==> config.mk <==
export PLATFORM = sky130hd
export DESIGN_NAME = armc_top
export DESIGN_NICKNAME = d
export VERILOG_FILES = /design/src/rtl/armc_pkg.sv /design/src/rtl/armc_dac_chan.sv /design/src/rtl/armc_top.sv
export SDC_FILE = /design/constraint.sdc
export NUM_CORES = 2
export LEC_CHECK = 0
export BUFFER_PORTS_ARGS = -buffer_cell sky130_fd_sc_hd__buf_2
export CAP_MARGIN = 5
export CORE_MARGIN = 2
export CORE_UTILIZATION = 63
export CTS_CLUSTER_DIAMETER = 80
export CTS_CLUSTER_SIZE = 12
export DETAILED_ROUTE_END_ITERATION = 6
export HOLD_SLACK_MARGIN = 0.1
export PLACE_DENSITY = 0.81
export SLEW_MARGIN = 15
export SYNTH_ARGS = -nofsm -noshare
export SYNTH_HDL_FRONTEND = slang
export SYNTH_SLANG_ARGS = --single-unit
==> constraint.sdc <==
create_clock -name clk -period 6.9 [get_ports clk]
set_clock_uncertainty 0.1 [all_clocks]
set_input_delay 2.07 -clock clk [delete_from_list [all_inputs] [get_ports clk]]
set_output_delay 2.07 -clock clk [all_outputs]
set_load 0.05 [all_outputs]
==> src/rtl/armc_pkg.sv <==
// shared constants and types for the readback and margin control block
// Overview of operation
// - convert chosen subset of eight channels in turn
// - single-pass or continuous round-robin modes
// - averaging runs sixteen passes before results
// - results update only at cycle end
// - codes unsigned, zero to 4095 full scale
// - one limit per channel, max or min
// - limit crossing raises warning to status, engine
// - start from host write or engine state
// - about 500 us per selected channel
// - 8-bit dac code, midcode 0x7F
// - output linear in code about midcode
// - range select picks one of four offsets
// - swing plus 128, minus 127 codes
// - four dacs, own code and enable
// - host writes code, dac output follows
// - buffer follows pin before driving dac
// - code clipped to limits, tristate if inverted
package armc_pkg;
   localparam int          NCH        = 8;
   localparam int          NDAC       = 4;
   localparam int          ADC_W      = 12;
   localparam int          CODE_W     = 8;
   localparam int          AVG_PASSES = 16;
   localparam int          AVG_SHIFT  = 4;
   localparam int          CLK_MHZ    = 20;
   localparam int          CH_TIME_US = 500;
   localparam int          CH_CYCLES  = CH_TIME_US * CLK_MHZ;
   localparam int          SETTLE_CYC = 16;
   localparam logic [7:0]  DAC_MID    = 8'h7F;
   localparam logic [11:0] ADC_FULL   = 12'hFFF;
   // register offsets (word index on the plain port)
   localparam logic [5:0]  A_CTRL     = 6'h00; // [0]start [1]cont [2]avg [3]stop
   localparam logic [5:0]  A_CHSEL    = 6'h01;
   localparam logic [5:0]  A_LIMSENSE = 6'h02; // 1 = maximum threshold
   localparam logic [5:0]  A_STATUS   = 6'h03; // [0]busy [15:8]warnings
   localparam logic [5:0]  A_DACEN    = 6'h04;
   localparam logic [5:0]  A_RESULT0  = 6'h08;
   localparam logic [5:0]  A_LIMIT0   = 6'h10;
   localparam logic [5:0]  A_DAC0     = 6'h18; // [7:0]code [9:8]range
   localparam logic [5:0]  A_UPLIM0   = 6'h1C;
   localparam logic [5:0]  A_LOLIM0   = 6'h20;
   localparam int          CTRL_START = 0;
   localparam int          CTRL_CONT  = 1;
   localparam int          CTRL_AVG   = 2;
   localparam int          CTRL_STOP  = 3;
   localparam logic [7:0]  UPLIM_RST  = 8'hFF;
   localparam logic [7:0]  LOLIM_RST  = 8'h00;
   typedef struct packed {
      logic        follow;   // buffer powered, tracking pin
      logic        sel_dac;  // buffer input switched to dac
      logic        drive;    // output stage on
      logic [1:0]  range;
      logic [7:0]  code;
   } armc_dac_s;
   typedef struct packed {
      logic        wr;
      logic        rd;
      logic [5:0]  addr;
      logic [15:0] wdata;
   } armc_bus_s;
endpackage

==> src/rtl/armc_dac_chan.sv <==
// one margining dac channel: clipping and glitch-free buffer enable
`timescale 1ns/1ps
module armc_dac_chan import armc_pkg::*; #(
   parameter int SETTLE = SETTLE_CYC
) (
   // clock and reset
   input  wire logic              clk,
   input  wire logic              srst,
   // settings
   input  wire logic              en,
   input  wire logic [CODE_W-1:0] code,
   input  wire logic [1:0]        range,
   input  wire logic [CODE_W-1:0] up_lim,
   input  wire logic [CODE_W-1:0] lo_lim,
   // to the analog dac
   output armc_dac_s              dac
);
   typedef enum logic [1:0] {ST_OFF, ST_FOLLOW, ST_ON} armc_dst_e;
   armc_dst_e         st_r, st_nxt;
   logic [15:0]       cnt_r, cnt_nxt;
   armc_dac_s         dac_r, dac_nxt;
   logic              inverted;
   logic [CODE_W-1:0] eff;

   always_comb begin
      inverted = lo_lim > up_lim;
      if (code < lo_lim)
         eff = lo_lim;
      else if (code > up_lim)
         eff = up_lim;
      else
         eff = code;
      st_nxt  = st_r;
      cnt_nxt = cnt_r;
      if (!en || inverted) begin
         st_nxt  = ST_OFF;
         cnt_nxt = '0;
      end else begin
         unique case (st_r)
            ST_OFF: begin
               st_nxt  = ST_FOLLOW;
               cnt_nxt = '0;
            end
            ST_FOLLOW: begin
               cnt_nxt = cnt_r + 16'h0001;
               if (cnt_r == 16'(SETTLE - 1))
                  st_nxt = ST_ON;
            end
            ST_ON: st_nxt = ST_ON;
            // the spare code of the two-bit state falls back to off
            default: st_nxt = ST_OFF;
         endcase
      end
      dac_nxt.follow  = (st_nxt != ST_OFF);
      dac_nxt.sel_dac = (st_nxt == ST_ON);
      dac_nxt.drive   = (st_nxt == ST_ON);
      dac_nxt.range   = range;
      dac_nxt.code    = eff;
   end

   always_ff @(posedge clk) begin
      if (srst) begin
         st_r  <= ST_OFF;
         cnt_r <= '0;
         dac_r <= '{follow: 1'b0, sel_dac: 1'b0, drive: 1'b0, range: 2'h0, code: DAC_MID};
      end else begin
         st_r  <= st_nxt;
         cnt_r <= cnt_nxt;
         dac_r <= dac_nxt;
      end
   end

   assign dac = dac_r;
endmodule

==> src/rtl/armc_top.sv <==
// adc round-robin readback, limit warnings and margin dac registers
//
// The implementer's own choices: the strobed register port and the register offsets.
`timescale 1ns/1ps
module armc_top import armc_pkg::*; #(
   parameter int CH_CYC = CH_CYCLES,
   parameter int SETTLE = SETTLE_CYC
) (
   // clock and reset
   input  wire logic             clk,
   input  wire logic             srst,
   // register port
   input  wire logic [5:0]       addr,
   input  wire logic [15:0]      wdata,
   input  wire logic             wr,
   input  wire logic             rd,
   output logic      [15:0]      rdata,
   // sequencing engine
   input  wire logic             eng_start,
   output logic      [NCH-1:0]   warn,
   // converter
   output logic      [2:0]       mux_sel,
   output logic                  adc_start,
   input  wire logic             adc_done,
   input  wire logic [ADC_W-1:0] adc_code,
   // margining dacs
   output armc_dac_s             dac [NDAC]
);
   typedef enum logic [1:0] {S_IDLE, S_CONV, S_WAIT, S_NEXT} armc_st_e;

   armc_st_e            st_r, st_nxt;
   logic [NCH-1:0]      chsel_r, chsel_nxt;
   logic [NCH-1:0]      sense_r, sense_nxt;
   logic                cont_r, cont_nxt, avg_r, avg_nxt;
   logic [NDAC-1:0]     dacen_r, dacen_nxt;
   logic [ADC_W-1:0]    res_r [NCH];
   logic [ADC_W-1:0]    res_nxt [NCH];
   logic [ADC_W-1:0]    lim_r [NCH];
   logic [ADC_W-1:0]    lim_nxt [NCH];
   logic [ADC_W+3:0]    acc_r [NCH];
   logic [ADC_W+3:0]    acc_nxt [NCH];
   logic [9:0]          dcfg_r [NDAC];
   logic [9:0]          dcfg_nxt [NDAC];
   logic [7:0]          uplim_r [NDAC];
   logic [7:0]          uplim_nxt [NDAC];
   logic [7:0]          lolim_r [NDAC];
   logic [7:0]          lolim_nxt [NDAC];
   logic [NCH-1:0]      warn_r, warn_nxt;
   logic [2:0]          ch_r, ch_nxt;
   logic [3:0]          pass_r, pass_nxt;
   logic [23:0]         tmr_r, tmr_nxt;
   logic                start_r, start_nxt;
   logic [15:0]         rdata_r, rdata_nxt;
   logic [1:0]          eng_sync_r;
   logic                eng_prev_r;
   logic                eng_rise;
   logic                done_r;
   logic [ADC_W-1:0]    code_r;
   logic [3:0]          last_pass;
   logic                go;
   logic                last_ch;
   logic [2:0]          nxt_ch;
   logic                found;

   assign eng_rise = eng_sync_r[1] & ~eng_prev_r;
   assign go = (wr && addr == A_CTRL && wdata[CTRL_START]) || eng_rise;
   assign last_pass = avg_r ? 4'(AVG_PASSES - 1) : 4'h0;

   // next selected channel above the current one, in turn
   always_comb begin
      nxt_ch = ch_r;
      found  = 1'b0;
      for (int i = 1; i < NCH; i++) begin
         if (!found && chsel_r[3'(ch_r + 3'(i))]) begin
            nxt_ch = 3'(ch_r + 3'(i));
            found  = 1'b1;
         end
      end
      last_ch = !found || (nxt_ch <= ch_r);
   end

   always_comb begin
      chsel_nxt = chsel_r;
      sense_nxt = sense_r;
      cont_nxt  = cont_r;
      avg_nxt   = avg_r;
      dacen_nxt = dacen_r;
      res_nxt   = res_r;
      lim_nxt   = lim_r;
      acc_nxt   = acc_r;
      dcfg_nxt  = dcfg_r;
      uplim_nxt = uplim_r;
      lolim_nxt = lolim_r;
      warn_nxt  = warn_r;
      st_nxt    = st_r;
      ch_nxt    = ch_r;
      pass_nxt  = pass_r;
      tmr_nxt   = tmr_r;
      start_nxt = 1'b0;
      rdata_nxt = 16'h0000;
      if (wr) begin
         unique case (addr)
            A_CTRL: begin
               cont_nxt = wdata[CTRL_CONT];
               avg_nxt  = wdata[CTRL_AVG];
            end
            A_CHSEL:    chsel_nxt = wdata[NCH-1:0];
            A_LIMSENSE: sense_nxt = wdata[NCH-1:0];
            A_DACEN:    dacen_nxt = wdata[NDAC-1:0];
            default: begin
               if (addr[5:3] == A_LIMIT0[5:3])
                  lim_nxt[addr[2:0]] = wdata[ADC_W-1:0];
               if (addr[5:2] == A_DAC0[5:2])
                  dcfg_nxt[addr[1:0]] = wdata[9:0];
               if (addr[5:2] == A_UPLIM0[5:2])
                  uplim_nxt[addr[1:0]] = wdata[7:0];
               if (addr[5:2] == A_LOLIM0[5:2])
                  lolim_nxt[addr[1:0]] = wdata[7:0];
            end
         endcase
      end
      // reads only sample state, never steer the sequencer
      if (rd) begin
         unique case (addr)
            A_CTRL:     rdata_nxt = {13'h0000, avg_r, cont_r, 1'b0};
            A_CHSEL:    rdata_nxt = {8'h00, chsel_r};
            A_LIMSENSE: rdata_nxt = {8'h00, sense_r};
            A_STATUS:   rdata_nxt = {warn_r, 7'h00, st_r != S_IDLE};
            A_DACEN:    rdata_nxt = {12'h000, dacen_r};
            default: begin
               if (addr[5:3] == A_RESULT0[5:3])
                  rdata_nxt = {4'h0, res_r[addr[2:0]]};
               if (addr[5:3] == A_LIMIT0[5:3])
                  rdata_nxt = {4'h0, lim_r[addr[2:0]]};
               if (addr[5:2] == A_DAC0[5:2])
                  rdata_nxt = {6'h00, dcfg_r[addr[1:0]]};
               if (addr[5:2] == A_UPLIM0[5:2])
                  rdata_nxt = {8'h00, uplim_r[addr[1:0]]};
               if (addr[5:2] == A_LOLIM0[5:2])
                  rdata_nxt = {8'h00, lolim_r[addr[1:0]]};
            end
         endcase
      end
      unique case (st_r)
         S_IDLE: begin
            if (go && chsel_r != '0) begin
               ch_nxt   = 3'h0;
               for (int i = NCH - 1; i >= 0; i--)
                  if (chsel_r[i])
                     ch_nxt = 3'(i);
               pass_nxt = 4'h0;
               for (int i = 0; i < NCH; i++)
                  acc_nxt[i] = '0;
               st_nxt = S_CONV;
            end
         end
         S_CONV: begin
            start_nxt = 1'b1;
            tmr_nxt   = 24'(CH_CYC - 1);
            st_nxt    = S_WAIT;
         end
         S_WAIT: begin
            if (tmr_r != 24'h000000)
               tmr_nxt = tmr_r - 24'h000001;
            if (done_r) begin
               acc_nxt[ch_r] = acc_r[ch_r] + 16'(code_r);
            end
            if (tmr_r == 24'h000000)
               st_nxt = S_NEXT;
         end
         S_NEXT: begin
            ch_nxt = nxt_ch;
            st_nxt = S_CONV;
            if (last_ch) begin
               pass_nxt = pass_r + 4'h1;
               if (pass_r == last_pass) begin
                  pass_nxt = 4'h0;
                  for (int i = 0; i < NCH; i++) begin
                     if (chsel_r[i]) begin
                        res_nxt[i] = avg_r ? acc_r[i][ADC_W+3:AVG_SHIFT]
                                           : acc_r[i][ADC_W-1:0];
                        warn_nxt[i] = sense_r[i] ? (res_nxt[i] > lim_r[i])
                                                 : (res_nxt[i] < lim_r[i]);
                     end
                     acc_nxt[i] = '0;
                  end
                  if (!cont_r)
                     st_nxt = S_IDLE;
               end
            end
         end
      endcase
      if (wr && addr == A_CTRL && wdata[CTRL_STOP])
         st_nxt = S_IDLE;
   end

   always_ff @(posedge clk) begin
      if (srst) begin
         st_r       <= S_IDLE;
         chsel_r    <= '0;
         sense_r    <= '0;
         cont_r     <= 1'b0;
         avg_r      <= 1'b0;
         dacen_r    <= '0;
         warn_r     <= '0;
         ch_r       <= 3'h0;
         pass_r     <= 4'h0;
         tmr_r      <= 24'h000000;
         start_r    <= 1'b0;
         rdata_r    <= 16'h0000;
         eng_sync_r <= 2'h0;
         eng_prev_r <= 1'b0;
         done_r     <= 1'b0;
         code_r     <= '0;
         for (int i = 0; i < NCH; i++) begin
            res_r[i] <= '0;
            lim_r[i] <= '0;
            acc_r[i] <= '0;
         end
         for (int i = 0; i < NDAC; i++) begin
            dcfg_r[i]  <= {2'h0, DAC_MID};
            uplim_r[i] <= UPLIM_RST;
            lolim_r[i] <= LOLIM_RST;
         end
      end else begin
         st_r       <= st_nxt;
         chsel_r    <= chsel_nxt;
         sense_r    <= sense_nxt;
         cont_r     <= cont_nxt;
         avg_r      <= avg_nxt;
         dacen_r    <= dacen_nxt;
         warn_r     <= warn_nxt;
         ch_r       <= ch_nxt;
         pass_r     <= pass_nxt;
         tmr_r      <= tmr_nxt;
         start_r    <= start_nxt;
         rdata_r    <= rdata_nxt;
         eng_sync_r <= {eng_sync_r[0], eng_start};
         eng_prev_r <= eng_sync_r[1];
         done_r     <= adc_done;
         code_r     <= adc_code;
         res_r      <= res_nxt;
         lim_r      <= lim_nxt;
         acc_r      <= acc_nxt;
         dcfg_r     <= dcfg_nxt;
         uplim_r    <= uplim_nxt;
         lolim_r    <= lolim_nxt;
      end
   end

   assign rdata     = rdata_r;
   assign warn      = warn_r;
   assign mux_sel   = ch_r;
   assign adc_start = start_r;

   for (genvar g = 0; g < NDAC; g++) begin : g_dac
      armc_dac_chan #(.SETTLE(SETTLE)) u_dac (
         .clk    (clk),
         .srst   (srst),
         .en     (dacen_r[g]),
         .code   (dcfg_r[g][7:0]),
         .range  (dcfg_r[g][9:8]),
         .up_lim (uplim_r[g]),
         .lo_lim (lolim_r[g]),
         .dac    (dac[g])
      );
   end
endmodule

# --- After elaboration in Yosys (flattened, before gate mapping) ---
# Index checks and enable logic that the tools add are counted.
totals:
  elab_cells: 394
  out_inout_bits: 80
  regBits: 640
  inputBits: 40
op_classes:
  eq_ne: 35
  bitwise_logic: 7
  order_cmp: 42
  reduce_logical: 79
  mux: 134
  add_sub_neg: 14
ops:
  columns: ["cell", "count"]
  rows:
  - ["2-to-1 mux 128 bit", 4]
  - ["one-hot mux 128 bit (3 select lines)", 1]
  - ["2-to-1 mux 12 bit", 14]
  - ["bitwise mux 128 bit", 1]
  - ["one-hot mux 16 bit (2 select lines)", 4]
  - ["2-to-1 mux 16 bit", 7]
  - ["2-to-1 mux 8 bit", 13]
  - ["bitwise mux 96 bit", 1]
  - ["greater-than comparator 12 bit", 8]
  - ["< comparator 12 bit", 8]
  - ["one-hot mux 16 bit (5 select lines)", 1]
  - ["binary-select mux 12 bit (select 3 bit)", 2]
  - ["adder 16 x 1 -> 16 bit (second input constant)", 4]
  - ["bitwise mux 32 bit", 2]
  - ["equality test 16 x 4 -> 1 bit (second input constant)", 4]
  - ["greater-than comparator 8 bit", 8]
  - ["binary-select mux 16 bit (select 3 bit)", 1]
  - ["demux 16 bit (select 3 bit)", 1]
  - ["2-to-1 mux 3 bit", 16]
  - ["one-hot mux 24 bit (2 select lines)", 1]
  - ["bitwise mux 40 bit", 1]
  - ["demux 12 bit (select 3 bit)", 1]
  - ["binary-select mux 8 bit (select 2 bit)", 2]
  - ["< comparator 8 bit", 4]
  - ["other kinds (56)", 202]

# --- Depth between registers and ports, before layout ---
logic_depth:
  word_depth: 26
  mapped_depth: 25
  depth_no_buf: 19

# --- By module ---
# A second synthesis with hierarchy kept.
unflattened:
  cells_unflattened: 3981
  hier_area_um2: 35557.9
modules_own_cells:
  columns: ["mod", "area_each_um2", "instances", "seq_area_each_um2", "cells_per_inst"]
  rows:
  - ["armc_top", 27585.2, 1, 10410.0, 2977]
  - ["armc_dac_chan", 1993.2, 4, 600.6, 251]

# --- Worst setup path before layout ---
# OpenSTA, ideal clock, no wires.
synth_timing:
  kind: "register to register"
  start: "reg ch_r[1], in the netlist mux_sel[1]"
  end: "reg acc_r[104] (netlist bit)"
  setup_time_ns: 0.128
  slack_ns: 1.019
  n_path_buf: 6
  period_less_slack_ns: 5.881
  stages_incl_launch_ff: 25
  t_arrival_ns: 5.654
  required_time_ns: 6.672
  cell_sequence: "dfxtp_1 > buf_2 > buf_1 > buf_1 > inv_1 > ha_1 > clkbuf_1 > mux4_2 > mux2_2 > nor3_4 > o22ai_1 > a21o_1 > a32oi_1 > ha_1 > nor2b_1 > o21a_1 > o21ai_0 > a31oi_1 > nand2_1 > and4_4 > buf_4 > nand2_1 > buf_2 > a22oi_1 > nor2_1"
synth_between:
  elab_chain_cells: 26
  word_cells_on_any_way: 65
  cone_classes: "add/sub (8); order compare (3); eq/ne (1); mux (36); bitwise (1); reduce/logical (16)"
synth_lines:
  columns: ["element", "line", "rtl"]
  rows:
  - ["start: declaration", "armc_top.sv:49", "logic [2:0] ch_r, ch_nxt;"]
  - ["start signal: assignment", "armc_top.sv:233", "ch_r <= ch_nxt;"]
  - ["adder 3 x 1 -> 3 bit", "armc_top.sv:74, armc_top.sv:75", null]
  - ["binary-select mux 1 bit (select 3 bit)", "armc_top.sv:74", "if (!found && chsel_r[3'(ch_r + 3'(i))]) begin"]
  - ["2-to-1 mux 1 bit (not written as such)", "armc_top.sv:74", null]
  - ["2-to-1 mux 1 bit", "armc_top.sv:74", null]
  - ["logical NOT 1 bit", "armc_top.sv:74", null]
  - ["logical AND 1 bit", "armc_top.sv:74", null]
  - ["2-to-1 mux 1 bit", "armc_top.sv:74", null]
  - ["logical NOT 1 bit", "armc_top.sv:74", null]
  - ["[... 10 more ...]", null, null]
  - ["2-to-1 mux 1 bit", "armc_top.sv:74", null]
  - ["logical NOT 1 bit", "armc_top.sv:74", null]
  - ["logical AND 1 bit", "armc_top.sv:74", null]
  - ["2-to-1 mux 3 bit / 2-to-1 mux 1 bit (equally long branches)", "armc_top.sv:74", null]
  - ["<= comparator 3 bit / logical NOT 1 bit (equally long branches)", "armc_top.sv:79", "last_ch = !found || (nxt_ch <= ch_r);"]
  - ["logical OR 1 bit", "armc_top.sv:79", null]
  - ["inequality test 2 bit (no line)", null, null]
  - ["AND reduction 5 bit (no line)", null, null]
  - ["end signal: assignment", "armc_top.sv:244", "acc_r <= acc_nxt;"]
  - ["end: declaration", "armc_top.sv:40", "logic [ADC_W+3:0] acc_r [NCH];"]
# Several ways; a longest one is shown, not always the timed one. The select of a mux whose other input is x is not followed.
# A chain may end at the register's enable or synchronous reset.

# --- Worst setup path after layout ---
layout_timing:
  start: "reg ch_r[1], in the netlist mux_sel[1]"
  end: "reg res_r[16] (netlist bit)"
layout_between:
  elab_chain_cells: 25
  word_cells_on_any_way: 51
  cone_classes: "add/sub (7); order compare (1); mux (28); reduce/logical (15)"
layout_lines:
  columns: ["element", "line", "rtl"]
  rows:
  - ["adder 3 x 1 -> 3 bit", "armc_top.sv:74, armc_top.sv:75", null]
  - ["binary-select mux 1 bit (select 3 bit)", "armc_top.sv:74", null]
  - ["2-to-1 mux 1 bit (not written as such)", "armc_top.sv:74", null]
  - ["2-to-1 mux 1 bit", "armc_top.sv:74", null]
  - ["logical NOT 1 bit", "armc_top.sv:74", null]
  - ["logical AND 1 bit", "armc_top.sv:74", null]
  - ["2-to-1 mux 1 bit", "armc_top.sv:74", null]
  - ["logical NOT 1 bit", "armc_top.sv:74", null]
  - ["[... 9 more ...]", null, null]
  - ["logical AND 1 bit", "armc_top.sv:74", null]
  - ["2-to-1 mux 1 bit", "armc_top.sv:74", null]
  - ["logical NOT 1 bit", "armc_top.sv:74", null]
  - ["logical AND 1 bit", "armc_top.sv:74", null]
  - ["2-to-1 mux 3 bit / 2-to-1 mux 1 bit (equally long branches)", "armc_top.sv:74", null]
  - ["<= comparator 3 bit / logical NOT 1 bit (equally long branches)", "armc_top.sv:79", null]
  - ["logical OR 1 bit *", "armc_top.sv:79", null]
  - ["AND reduction 4 bit (no line) *", null, null]
  - ["end signal: assignment", "armc_top.sv:242", "res_r <= res_nxt;"]
  - ["end: declaration", "armc_top.sv:36", "logic [ADC_W-1:0] res_r [NCH];"]
# Mark *: on every way between the ends. The rest lies on a longest branch, timed or not. The select of a mux whose other input is x is not followed.

==> flow_summary.ini <==
[yosys]
syn_inst = 3877
yosysWarnings = 0
synth_top_area_cell = dfxtp_1
synth_top_area_share_pct = 37.3
synth_area_mm2 = 0.0344
synth-seq-cells = 640
synth_nets = 4137
async_flop_share_pct = 0
synth_edf_count = 0
synth.distinct_cells = 70
yosys-top-cells-area = dfxtp_1, ha_1, mux4_2
ys_seq_area_share_pct = 37.3
synthFlopType = dfxtp_1
avgSynthCellArea_um2 = 8.86

[sta]
slew_viol_final = 0
slew_headroom_pct = 16.5
setup_violations = 0
hold_ws_ns = 0.334
fin_crit_ns = 5.90
finalHoldViolCount = 0
worstMarginPinSlew_ns = 1.25
timing.fmax_mhz = 169
rsz0062_at_grt = no
final.setup.tns_ns = 0
finalCritPeriodShare_pct = 85.5

[job]
cap_violations = 0

[clocking]
clock_latency_ns = 0.66
htreeDepth = 2
clock_path_buffers = 3
cts.sinks = 640
cts_tree = yes
cts_resized = 0
cts.root.buffer_cell = clkbuf_16
cts_buffers = 59
cts.clk_slew.worst_paths_ns = 0.07
post_cts_buffers = 0
cts_hold_buf = 0

[global_routing]
grt_max_degree = 101
grt.overflow.total = 0
grt_antenna_before_repair = 3
grt_usage_pct = 35.2
grt_pass1_vias = 27203
grt_first_pass_wirelength_um = 155000

[drt]
vias = 29348
final_antenna_net_count = 0
wl_per_cell_um = 22.3
drt_first_pass_iters = 6
first_iter_violations = 3521
drc = 0
via_per_inst = 6.46
routed_wl_um = 101000

[setup_path]
max_stage_delay_ns = 0.92
r2r_start = mux_sel[1]
path_buf_inv = 1
crit_fanout = 26
start_kind = flop
cp_slowest_cell = and3_1
worstPathRequired_ns = 7.30
path_cells = inv_1, ha_1, mux4_2, mux2_2, nor3_4, o22ai_1, a21o_1, a32oi_1, ha_1, nor2b_1, o21a_1, o21ai_0, a31oi_1, nor2_2, and3_1, nor2b_1, nor3_1
worstSetupStartpoint = mux_sel[1]
critPathTopFamily = simple AND/OR/NAND/NOR gates
end_kind = flop
worstSetupPathType = reg2reg
r2r_end = res_r[16]
crit_arrival_ns = 6.30
reg2regPathDepth = 17
r2r_slack_ns = 1.0

[min_path]
hold_path_depth = 1
min_path_type = reg2reg
min_from = eng_sync_r[0]
whs_endpoint = eng_sync_r[1]

[power_and_ir_drop]
power_density_mw_per_mm2 = 214
p_leak_nw = 14.3
ir_drop_mv = 0.222

[place]
hpwl_um = 72500
io_buffers = 115
place_congestion = 0.996

[floorplan]
core_area_mm2 = 0.0539
rows = 85
die_h_um = 238
ioPinCount = 120
die_x_um = 238
initial_utilization_pct = 63.7
dieArea_mm2 = 0.0564

[layout]
area_growth_pct = 6.56
drive_gt1_share_pct = 12.4
fin_nets = 4096
n_fill_cell = 4203

[status]
outcome = complete, no violations
## cells in the final DEF (no fill, tap or decap), drive strengths merged, types with 8 or more instances in the layout
cell type	netlist	routed
o2bb2ai	17	17
a211oi	28	28
xor2	50	50
a22oi	113	113
a31oi	12	12
dfxtp	640	640
nor4	18	18
and3	36	36
clkbuf	177	62
mux2	96	96
xnor2	36	36
or3	10	10
o211ai	11	11
and2	8	8
a21oi	306	306
nand3b	36	36
o31ai	14	14
nand3	89	89
or2	33	33
inv	181	182
o21a	14	14
and4	8	8
mux4	118	118
o22ai	9	9
a21o	44	44
nor3	60	60
a211o	43	43
nand2b	97	97
nand2	500	500
nand4	36	36
nor2	384	384
mux2i	132	132
ha	219	219
o21ai	71	71
nor2b	113	113
buf	72	147
## registers in the layout, summed over array words and instances, names as in the netlist, 3 cells and up
name	flops
chsel_r	8
dcfg_r	40
g_dac.u_dac.st_r	8
pass_r	4
tmr_r	24
lolim_r	32
mux_sel	3
lim_r	96
sense_r	8
rdata	16
res_r	96
g_dac.u_dac.cnt_r	64
warn	8
dacen_r	4
g_dac.u_dac.dac	48
acc_r	128
code_r	12
uplim_r	32
## per-layer routing
metal | GRT usage, % | share of wire, % | vias to the layer above
met5 | 0 | 0 | -
met4 | 18.8 | 6.0 | 0
met3 | 7.87 | 12 | 326
met2 | 52.5 | 43 | 1680
met1 | 47.6 | 39 | 13911
li1 | - | - | 13431
## cell usage after synthesis (all sizes together) (12+ instances only)
master	n
dfxtp	640
nand2	500
nor2	384
a21oi	306
ha	219
inv	181
clkbuf	177
mux2i	132
mux4	118
a22oi	113
nor2b	113
nand2b	97
mux2	96
nand3	89
buf	72
o21ai	71
nor3	60
xor2	50
a21o	44
a211o	43
and3	36
nand3b	36
nand4	36
xnor2	36
or2	33
a211oi	28
nor4	18
o2bb2ai	17
o21a	14
o31ai	14
a31oi	12
## layout make-up
class                      instances  area (um^2)  area share (%)
sequential                       640        12800            35.0
multi-input combinational       2807        19800            54.2
clock inverter                     4         61.3           0.167
inverter                         181          679            1.86
timing repair buffer             147          831            2.27
clock buffer                      62         1500            4.09
antenna                            4         10.0          0.0273
tap                              696          871            2.38
## power breakdown
group	switching (W)	total, W	leakage [nW]	internal, W
Clock	0.00142	0.00294	0.764	0.00152
Combinational	0.000721	0.00105	8.41	0.000326
Sequential	0.0000778	0.00385	5.17	0.00377
## stage by stage
stage	cells	worst slack [ns]	power [W]	area [um^2]	util, %
floorplan	3877	1.02	0.00469	34400	-
global placement	4471	1.31	0.00492	35000	65.0
detailed placement	4471	1.17	0.00494	35000	65.0
CTS	4537	1.07	0.00782	36600	67.9
global route	4540	0.671	0.00808	36600	67.9
finish	4541	0.997	0.00783	36600	67.9
## logic make-up (layout without fill, tap and decap cells)
group	Yosys count	in the layout	share of synthesized area [%]
and+or+nand+nor	1438	1438	19.5
AOI/OAI and AO/OA	717	717	13.2
DFF	640	640	37.3
buffers and inverters	430	394	5.00
muxes	346	346	14.7
adders and majority gates	220	220	8.03
xor gates and xnor gates	86	86	2.19
other	0	4	0
## worst max-delay path by stage
stage / to / depth (start not counted)
6_report: res_r[16] / 17
5_1_grt: warn[3] / 17
4_1_cts: warn[4] / 17
3_5_place_dp: res_r[36] / 17
3_3_place_gp: res_r[39] / 17
2_1_floorplan: acc_r[104] / 24
Power figures use the tool's default switching activity.
